## src/osa_map.svh

```systemverilog
// Constants of the oversampling control and averaging filter
`ifndef OSA_MAP_SVH
`define OSA_MAP_SVH

`define OSA_CHANNELS      8
`define OSA_DATA_W        18
`define OSA_ACC_W         24
`define OSA_RATIO_W       3
`define OSA_CNT_W         7
`define OSA_LEN_W         16
`define OSA_RATIO_RST     3'h0
`define OSA_RATIO_INVALID 3'h7
`define OSA_RATIO_NONE    3'h0

`endif

```

## src/osa_pkg.sv

```systemverilog
// Types of the oversampling control and averaging filter
package osa_pkg;
`include "osa_map.svh"

    typedef logic signed [`OSA_DATA_W-1:0]  osa_sample_t;
    typedef logic signed [`OSA_ACC_W-1:0]   osa_acc_t;
    typedef logic        [`OSA_RATIO_W-1:0] osa_ratio_t;

    typedef enum logic [3:0] {
        OSA_IDLE   = 4'b0001,
        OSA_SAMPLE = 4'b0010,
        OSA_STROBE = 4'b0100,
        OSA_LOAD   = 4'b1000
    } osa_state_t;

endpackage : osa_pkg

```

## src/osa_acc_if.sv

```systemverilog
// Control signals from the sequencer to the channel accumulators
`timescale 1ns/10ps
interface osa_acc_if;
    import osa_pkg::*;

    logic       clear;
    logic       add;
    osa_ratio_t shift;

    modport ctrl (output clear, output add, output shift);
    modport acc  (input clear, input add, input shift);
endinterface : osa_acc_if

```

## src/osa_chan_acc.sv

```systemverilog
// One channel accumulator with divide-by-ratio shift
`timescale 1ns/10ps
`include "osa_map.svh"
module osa_chan_acc
    import osa_pkg::*;
(
    input  wire logic  clk,
    input  wire logic  rst_n,
    osa_acc_if.acc     ctl,
    input  osa_sample_t sample,
    output osa_sample_t average
);

    osa_acc_t acc_q;
    osa_acc_t acc_d;
    osa_acc_t shifted;

    always_comb begin
        acc_d = acc_q;
        if (ctl.clear) begin
            acc_d = '0;
        end else if (ctl.add) begin
            acc_d = acc_q + osa_acc_t'(sample);
        end
    end

    always_ff @(posedge clk) begin
        if (!rst_n) begin
            acc_q <= '0;
        end else begin
            acc_q <= acc_d;
        end
    end

    // Sum of N full-range samples fits the 24-bit sum, so the shift never loses sign
    assign shifted = acc_q >>> ctl.shift;
    assign average = osa_sample_t'(shifted[`OSA_DATA_W-1:0]);
endmodule : osa_chan_acc

```

## src/osa_ctrl.sv

```systemverilog
// Oversampling sequencer, busy timing and output result registers
//
// Function
// - ratio_select bit 2 is the most significant, bit 0 the least.
// - Ratio is captured when busy falls and used for the next conversion.
// - Codes 000..110 select 1,2,4..64; code 111 is invalid.
// - Each channel result is delivered as 18 bits for every ratio.
// - First sample on start rising edge, remaining N-1 on internal strobe.
// - The N samples of each channel are averaged into one result.
// - Busy stays high the whole conversion and lengthens with ratio.
// - Result registers load at the falling edge of busy.
`timescale 1ns/10ps
`include "osa_map.svh"
module osa_ctrl
    import osa_pkg::*;
(
    input  wire logic                          clk,
    input  wire logic                          rst_n,
    input  wire logic                          start_group_a,
    input  wire logic                          start_group_b,
    input  wire logic [`OSA_RATIO_W-1:0]       ratio_select,
    input  wire logic                          sample_done,
    input  osa_sample_t [`OSA_CHANNELS-1:0]    sample_data,
    output logic                               busy,
    output logic                               sample_strobe,
    output logic                               result_ready,
    output osa_sample_t [`OSA_CHANNELS-1:0]    result_data
);

    osa_state_t                        state_q;
    osa_state_t                        state_d;
    logic                              busy_q;
    logic                              busy_d;
    logic                              start_prev_q;
    logic                              start_rise;
    osa_ratio_t                        ratio_q;
    osa_ratio_t                        ratio_d;
    logic [`OSA_CNT_W-1:0]             cnt_q;
    logic [`OSA_CNT_W-1:0]             cnt_d;
    logic [`OSA_CNT_W-1:0]             cnt_next;
    logic [`OSA_CNT_W-1:0]             target;
    logic                              ready_q;
    logic                              ready_d;
    osa_sample_t [`OSA_CHANNELS-1:0]   result_q;
    osa_sample_t [`OSA_CHANNELS-1:0]   result_d;
    osa_sample_t [`OSA_CHANNELS-1:0]   avg_w;
    logic [`OSA_LEN_W-1:0]             busy_len_q;

    osa_acc_if acc_bus ();

    // Both groups share one start when oversampling; the rising edge of their OR starts the set
    assign start_rise = (start_group_a | start_group_b) & ~start_prev_q;

    // Number of samples per conversion, 2 to the power of the active code
    assign target   = `OSA_CNT_W'(1) << ratio_q;
    assign cnt_next = cnt_q + `OSA_CNT_W'(1);

    always_comb begin
        state_d       = state_q;
        busy_d        = busy_q;
        ratio_d       = ratio_q;
        cnt_d         = cnt_q;
        ready_d       = 1'b0;
        result_d      = result_q;
        acc_bus.clear = 1'b0;
        acc_bus.add   = 1'b0;
        sample_strobe = 1'b0;
        case (state_q)
            OSA_IDLE: begin
                // A start during a busy conversion is ignored
                if (start_rise) begin
                    state_d       = OSA_SAMPLE;
                    busy_d        = 1'b1;
                    cnt_d         = '0;
                    acc_bus.clear = 1'b1;
                    sample_strobe = 1'b1;
                end
            end
            OSA_SAMPLE: begin
                if (sample_done) begin
                    acc_bus.add = 1'b1;
                    cnt_d       = cnt_next;
                    if (cnt_next == target) begin
                        state_d = OSA_LOAD;
                    end else begin
                        state_d = OSA_STROBE;
                    end
                end
            end
            OSA_STROBE: begin
                sample_strobe = 1'b1;
                state_d       = OSA_SAMPLE;
            end
            OSA_LOAD: begin
                result_d = avg_w;
                busy_d   = 1'b0;
                ready_d  = 1'b1;
                state_d  = OSA_IDLE;
                // Captured on the same edge busy falls; invalid code falls back to none
                if (ratio_select == `OSA_RATIO_INVALID) begin
                    ratio_d = `OSA_RATIO_NONE;
                end else begin
                    ratio_d = ratio_select;
                end
            end
            default: begin
                state_d = OSA_IDLE;
                busy_d  = 1'b0;
            end
        endcase
    end

    always_ff @(posedge clk) begin
        if (!rst_n) begin
            state_q      <= OSA_IDLE;
            busy_q       <= 1'b0;
            ratio_q      <= `OSA_RATIO_RST;
            cnt_q        <= '0;
            ready_q      <= 1'b0;
            result_q     <= '0;
            start_prev_q <= 1'b0;
        end else begin
            state_q      <= state_d;
            busy_q       <= busy_d;
            ratio_q      <= ratio_d;
            cnt_q        <= cnt_d;
            ready_q      <= ready_d;
            result_q     <= result_d;
            start_prev_q <= start_group_a | start_group_b;
        end
    end

    assign acc_bus.shift = ratio_q;

    genvar ch;
    generate
        for (ch = 0; ch < `OSA_CHANNELS; ch++) begin : g_chan
            osa_chan_acc u_acc (
                .clk     (clk),
                .rst_n   (rst_n),
                .ctl     (acc_bus),
                .sample  (sample_data[ch]),
                .average (avg_w[ch])
            );
        end
    endgenerate

    assign busy         = busy_q;
    assign result_ready = ready_q;
    assign result_data  = result_q;

    // Helper: busy cycles so far, only read by the checks below
    always_ff @(posedge clk) begin
        if (!rst_n) begin
            busy_len_q <= '0;
        end else if (busy_q) begin
            busy_len_q <= busy_len_q + `OSA_LEN_W'(1);
        end else begin
            busy_len_q <= '0;
        end
    end
endmodule : osa_ctrl

```

## config.mk

```make
export PLATFORM = sky130hd
export DESIGN_NAME = osa_ctrl
export DESIGN_NICKNAME = d
export VERILOG_FILES = /design/src/osa_pkg.sv /design/src/osa_acc_if.sv /design/src/osa_chan_acc.sv /design/src/osa_ctrl.sv
export VERILOG_INCLUDE_DIRS = /design/src
export SDC_FILE = /design/constraint.sdc
export NUM_CORES = 1
export LEC_CHECK = 0
export BUFFER_PORTS_ARGS = -buffer_cell sky130_fd_sc_hd__buf_2
export CORE_ASPECT_RATIO = 0.8
export CORE_UTILIZATION = 50
export CTS_CLUSTER_SIZE = 30
export DETAILED_ROUTE_END_ITERATION = 8
export GPL_TIMING_DRIVEN = 0
export PLACE_DENSITY = 0.66
export SLEW_MARGIN = 10
export SYNTH_ARGS = -nofsm -noshare
export SYNTH_HDL_FRONTEND = slang
export SYNTH_SLANG_ARGS = --single-unit
export TNS_END_PERCENT = 100
```

## constraint.sdc

```tcl
create_clock -name clk -period 3.4 [get_ports clk]
set_input_delay 0.51 -clock clk [delete_from_list [all_inputs] [get_ports clk]]
set_output_delay 0.51 -clock clk [all_outputs]
set_load 0.1 [all_outputs]
```

== Word-level counts from Yosys, hierarchy flattened ==
Index checks and enable logic that the tools add are counted.
Storage, ports and cells
  register bits: 353
  output and inout port bits: 147
  logic and storage cells: 75
Operators by class
  add/sub/neg operators: 9
  equality and inequality tests: 8
  shift-type cells: 9
  muxes and demuxes: 16
  bitwise gates (word level): 5
  reductions and logical operators: 6
Operators by type and width (number)
  24-bit by 18-bit adder with 24-bit output: 8
  24-bit by 3-bit >>> shifter with 18-bit output: 8
  7-bit two-way mux: 2
  7-bit case mux with 2 select lines: 1
  4-bit two-way mux: 3
  4-bit case mux with 3 select lines: 1
  7-bit by 1-bit adder with 7-bit output (second input constant): 1
  7-bit == test: 1
  1-bit by 3-bit left shift with 7-bit output (first input constant): 1
  1-bit two-way mux: 6
  4-bit by 1-bit == test with 1-bit output (second input constant): 1
  4-bit by 2-bit == test with 1-bit output (second input constant): 1
  4-bit by 3-bit == test with 1-bit output (second input constant): 1
  4-bit == test (second input constant): 1
  2-bit inequality test (second input constant): 2
  1-bit case mux with 2 select lines: 2
  2-bit AND reduction: 2
  2-bit OR reduction: 2
  3-bit == test (second input constant): 1
  3-bit two-way mux: 1
  1-bit NOT: 3
  3-bit AND reduction: 1
  2-bit nonzero test: 1
  1-bit AND: 1
  1-bit bitwise OR: 1

== Longest topological paths before layout ==
  depth in word-level cells: 5
  depth in mapped cells: 11

== Hierarchy ==
From an unflattened synthesis, not the netlist that was laid out.
Second synthesis, totals
  cell total of the unflattened synthesis: 3746
  area total of the unflattened synthesis: 28842.7 µm²
Modules (own cells, without submodules)
  osa_chan_acc (g_chan[4].u_acc ...): instances 4, cells each 373, area each 2860.2 µm², sequential area each 480.5 µm²
  osa_chan_acc (g_chan[1].u_acc ...): instances 3, cells each 377, area each 2752.6 µm², sequential area each 480.5 µm²
  osa_ctrl: instances 1, cells each 748, area each 6397.4 µm², sequential area each 3223.1 µm²
  osa_chan_acc (g_chan[0].u_acc): instances 1, cells each 375, area each 2746.4 µm², sequential area each 480.5 µm²

== Worst setup path before layout ==
OpenSTA, ideal clock, no wires.
  kind: in2out
  start: input start_group_b
  end: output sample_strobe
  data arrival time: 3.043 ns
  required time: 2.890 ns
  path slack: -0.153 ns
  cell stages on the path: 5
  cell sequence: nor2_1 -> or2_2 -> nor2_1 -> a21oi_1 -> nor3_1
Between the ends
  cells in the longest elaborated chain, start to end: 4
RTL lines
  from (decl): line osa_ctrl.sv:20  | input wire logic start_group_b,
  1-bit bitwise OR: line osa_ctrl.sv:52  | assign start_rise = (start_group_a | start_group_b) & ~start_prev_q;
  1-bit AND: line osa_ctrl.sv:52
  1-bit two-way mux: line osa_ctrl.sv:71  | if (start_rise) begin
  1-bit case mux with 2 select lines: line osa_ctrl.sv:68  | case (state_q)
  to (decl): line osa_ctrl.sv:25  | output logic sample_strobe,
No other way between the ends.

== Worst setup path after layout ==
  start: register ratio_q[0] (netlist: acc_bus.shift[0])
  end: register result_q, in the netlist result_data[75]
Between the ends
  cells in the longest elaborated chain, start to end: 1
RTL lines
  from (decl): line osa_ctrl.sv:36  | osa_ratio_t ratio_q;
  from (signal assigned): line osa_ctrl.sv:117  | ratio_q <= `OSA_RATIO_RST;
  from (signal assigned): line osa_ctrl.sv:125  | ratio_q <= ratio_d;
  24-bit by 3-bit >>> shifter with 18-bit output: line osa_chan_acc.sv:36  | assign shifted = acc_q >>> ctl.shift;
  to (signal assigned): line osa_ctrl.sv:128  | result_q <= result_d;
  to (decl): line osa_ctrl.sv:44  | osa_sample_t [`OSA_CHANNELS-1:0] result_q;
No other way between the ends.
A chain may end at the register's enable or synchronous reset.

==> flow_summary.yaml <==
drt:
  route.detailed.drc: 11
  wirelength_um: 122000
  routed_via_density: 6.69
  drt-wirelength-per-cell_um: 28.5
  detail_route.iter0.violations: 4042
  vias: 28700
  dr.pass1.iters: 9
  antenna_violating_nets_post_route: 0
final_layout:
  num-fill-cells: 4793
  ratio_of_cells_with_drive_above_1_in_the_final_layout_pct: 15.3
  syn2layout_area_growth_pct: 14.7
  layout.nets: 3914
  fin_util_pct: 58.4
logic_synthesis:
  yosys_warnings: 0
  number_of_flops_mapped_to_enable_cells_by_yosys: 0
  yosys.area.top_type_share_pct: 27.0
  seq_area_frac_synth_pct: 27.0
  ys_seq_elements: 353
  netlist_area_mm2: 0.0262
  yosysTopAreaCell: "sky130_fd_sc_hd__dfxtp_1"
  synth-async-reset-ratio_pct: 0
  biggest_area_contributors_in_the_synthesized_netlist: "sky130_fd_sc_hd__dfxtp_1, sky130_fd_sc_hd__ha_1, sky130_fd_sc_hd__nand2_1"
  syn_area_per_cell_um2: 8.10
  synth_cells: 3228
  synthDistinctLibCells: 80
  ys_dominant_reg_cell: "sky130_fd_sc_hd__dfxtp_1"
  syn_nets: 3573
place:
  gpl.final_weighted_congestion: 1.03
  placement.io_buffers: 298
  dp.final_hpwl_um: 88200
power:
  share_comb_of_total_power_pct: 12.2
  swShare_pct: 28.6
  ir_worst_vdd_v: 0.000311
  p_clk_share_pct: 46.0
  internal_power_uw: 7210
  switching_power_uw: 2890
  power.leakage_uw: 0.0123
  power.density_mw_per_mm2: 336
  sequentialPowerShare_pct: 41.8
critical_path:
  crit_path_max_fanout: 10
  cp.arrival_ns: 4.05
  regToRegStartpoint: "acc_bus.shift[0]"
  cp-startpoint: "acc_bus.shift[0]"
  setup.worst_path.start_class: "flip-flop"
  worst-setup-path-type: "reg -> reg"
  required_ns: 3.86
  end_kind: "flip-flop"
clock_tree:
  tritoncts_num_sinks: 353
  clock_latency_ns: 0.61
  cts_inserted_buffers: 41
  cts_hold_buf: 0
  cts_root_buffer: "sky130_fd_sc_hd__clkbuf_16"
  clock_tree_from_tritoncts: "done"
  cts_htree_levels: 2
  clk_pin_slew_ns: 0.07
  max-clock-path-buffers: 3
global_route:
  grtUsageTotal_pct: 44.6
  grt_overflow: 0
  grt_antenna_before_repair: 6
  wire_length_of_the_first_global_routing_pass_um: 173000
  grt_start_max_net_pins: 14
  grt_pass1_vias: 26200
timing:
  achievable-frequency_ghz: 0.278
  layout_min_cycle_time_ns: 3.60
  setup_tns_ns: -1.87
  slew_viol_final: 0
  timing.final.crit_share_pct: 106
  timing.max_slew.rel_slack_pct: 3.48
  final_hold_viol_count: 0
  final.setup.worst_slack_ns: -0.196
  worst-slew-pin-transition_ns: 1.45
  finClkSkew_ns: 0.0230
  report.final.setup_viol: 31
hold_path:
  hold_path_class: "in -> reg"
  worstHoldStart: "start_group_a"
floorplanning:
  ioPinCount: 299
  vertical_die_dimension_um: 207
  core_mm2: 0.0514
  start_util_pct: 50.9
  placement_rows: 74
  floorplan_die_width_um: 258
  dieArea_mm2: 0.0532
job:
  maxCapViolCount: 0
outcome:
  violations: "design-rule violations, negative setup slack"
  status: "complete, but fails checks"
==> cells in the final DEF, fill, tap and decap left out, types with 57 or more instances in the layout <==
master	netlist	final
sky130_fd_sc_hd__mux2i_1	100	100
sky130_fd_sc_hd__a211oi_1	124	124
sky130_fd_sc_hd__ha_1	185	185
sky130_fd_sc_hd__clkbuf_1	167	129
sky130_fd_sc_hd__a21oi_1	288	288
sky130_fd_sc_hd__nor2b_1	57	57
sky130_fd_sc_hd__dfxtp_1	353	353
sky130_fd_sc_hd__buf_2	12	314
sky130_fd_sc_hd__nor2_1	271	269
sky130_fd_sc_hd__xnor2_1	78	78
sky130_fd_sc_hd__o21ai_0	147	147
sky130_fd_sc_hd__nand3_1	74	74
sky130_fd_sc_hd__mux4_2	88	88
sky130_fd_sc_hd__xor2_1	71	71
sky130_fd_sc_hd__nand2_1	534	534
sky130_fd_sc_hd__a21o_1	95	95
sky130_fd_sc_hd__a311oi_1	83	83
==> final timing paths <==
check	slack, ns	to	depth (start not counted)
worst min register to register	0.49	g_chan[6].u_acc.acc_q[0]	2
worst max register to register	-0.20	result_data[75]	7
worst min-delay path	0.14	start_prev_q	3
worst max-delay path	-0.20	result_data[75]	7
==> synthesized netlist by cell type (19+ instances only) <==
cell                         n
sky130_fd_sc_hd__a311oi_1   83
sky130_fd_sc_hd__buf_1      31
sky130_fd_sc_hd__o31a_1     23
sky130_fd_sc_hd__nor3_1     48
sky130_fd_sc_hd__and2_1     35
sky130_fd_sc_hd__a21o_1     95
sky130_fd_sc_hd__nor2_1    271
sky130_fd_sc_hd__nor2b_1    57
sky130_fd_sc_hd__nand2b_1   19
sky130_fd_sc_hd__inv_1      45
sky130_fd_sc_hd__nand2_1   534
sky130_fd_sc_hd__xor2_1     71
sky130_fd_sc_hd__xnor2_1    78
sky130_fd_sc_hd__mux4_2     88
sky130_fd_sc_hd__dfxtp_1   353
sky130_fd_sc_hd__nand3_1    74
sky130_fd_sc_hd__a31oi_1    21
sky130_fd_sc_hd__and3_1     32
sky130_fd_sc_hd__ha_1      185
sky130_fd_sc_hd__clkbuf_1  167
sky130_fd_sc_hd__o21ai_0   147
sky130_fd_sc_hd__a211oi_1  124
sky130_fd_sc_hd__mux2i_1   100
sky130_fd_sc_hd__a21oi_1   288
sky130_fd_sc_hd__o21bai_1   32
==> final cells by class <==
class	count	area [um^2]	area share [%]
Clock inverter	12	97.6	0.325
Inverter	48	180	0.600
Tap cell	684	856	2.85
Antenna cell	7	17.5	0.0584
Buffer	210	910	3.03
Multi-Input combinational cell	2617	18100	60.4
Clock buffer	61	1260	4.21
Timing Repair Buffer	298	1490	4.97
Sequential cell	353	7070	23.5
==> stage by stage <==
stage	power (uW)	cell area [um^2]	setup WS, ns	hold slack, ns	std cells
final	10100	30000	-0.196	0.144	4290
after CTS	10000	29900	-0.0869	0.155	4283
after detailed placement	5480	28500	-0.605	0.475	4210
after global placement	5450	28500	-1.06	0.460	4210
after global routing	10300	30000	-0.00342	0.192	4284
after floorplan	5020	26200	0.505	0.450	3228
==> cell families after synthesis <==
kind of cell	synth area share, %
AOI/OAI and AO/OA	24.0
buffers and inverters	3.76
DFF	27.0
and+or+nand+nor	19.1
xor gates and xnor gates	4.99
muxes	11.7
adders and majority gates	9.46
==> flip-flops by register name, summed over array words and instances, names as in the netlist <==
signal	flops
state_q	4
result_ready	1
result_data	144
busy	1
acc_bus.shift	3
g_chan.u_acc.acc_q	192
start_prev_q	1
cnt_q	7
==> layer usage <==
metal	vias to the layer above	GRT usage, %	wire length (um)
met5	-	0	16
met4	2	22.3	6810
met3	407	16.1	18500
met2	2164	63.0	48900
met1	13600	59.6	48000
li1	12500	-	-
==> power by group through the flow <==
stage          sequential [uW]  combinational, uW  clock (uW)
3_5_place_dp              4310               1170           0
5_1_grt                   4220               1300        4770
4_1_cts                   4210               1180        4600
6_report                  4220               1230        4650
2_1_floorplan             4320                693           0
3_3_place_gp              4310               1150           0
==> critical path, stage by stage (launching register included) <==
cell and delay [ns]:
sky130_fd_sc_hd__dfxtp_1 0.30, sky130_fd_sc_hd__buf_2 0.14, sky130_fd_sc_hd__clkbuf_2 0.61, sky130_fd_sc_hd__clkbuf_2 0.62
sky130_fd_sc_hd__clkdlybuf4s15_1 0.96, sky130_fd_sc_hd__a211oi_1 0.18, sky130_fd_sc_hd__a211oi_1 0.51, sky130_fd_sc_hd__nor3_1 0.08
==> repair_timing <==
item	4_1_cts	5_1_grt
cloned	0	0
endpoints found under the setup margin	190	217
setup buffers	0	0
pin swaps	0	0
resized for setup	19	58
Power figures use the tool's default switching activity.
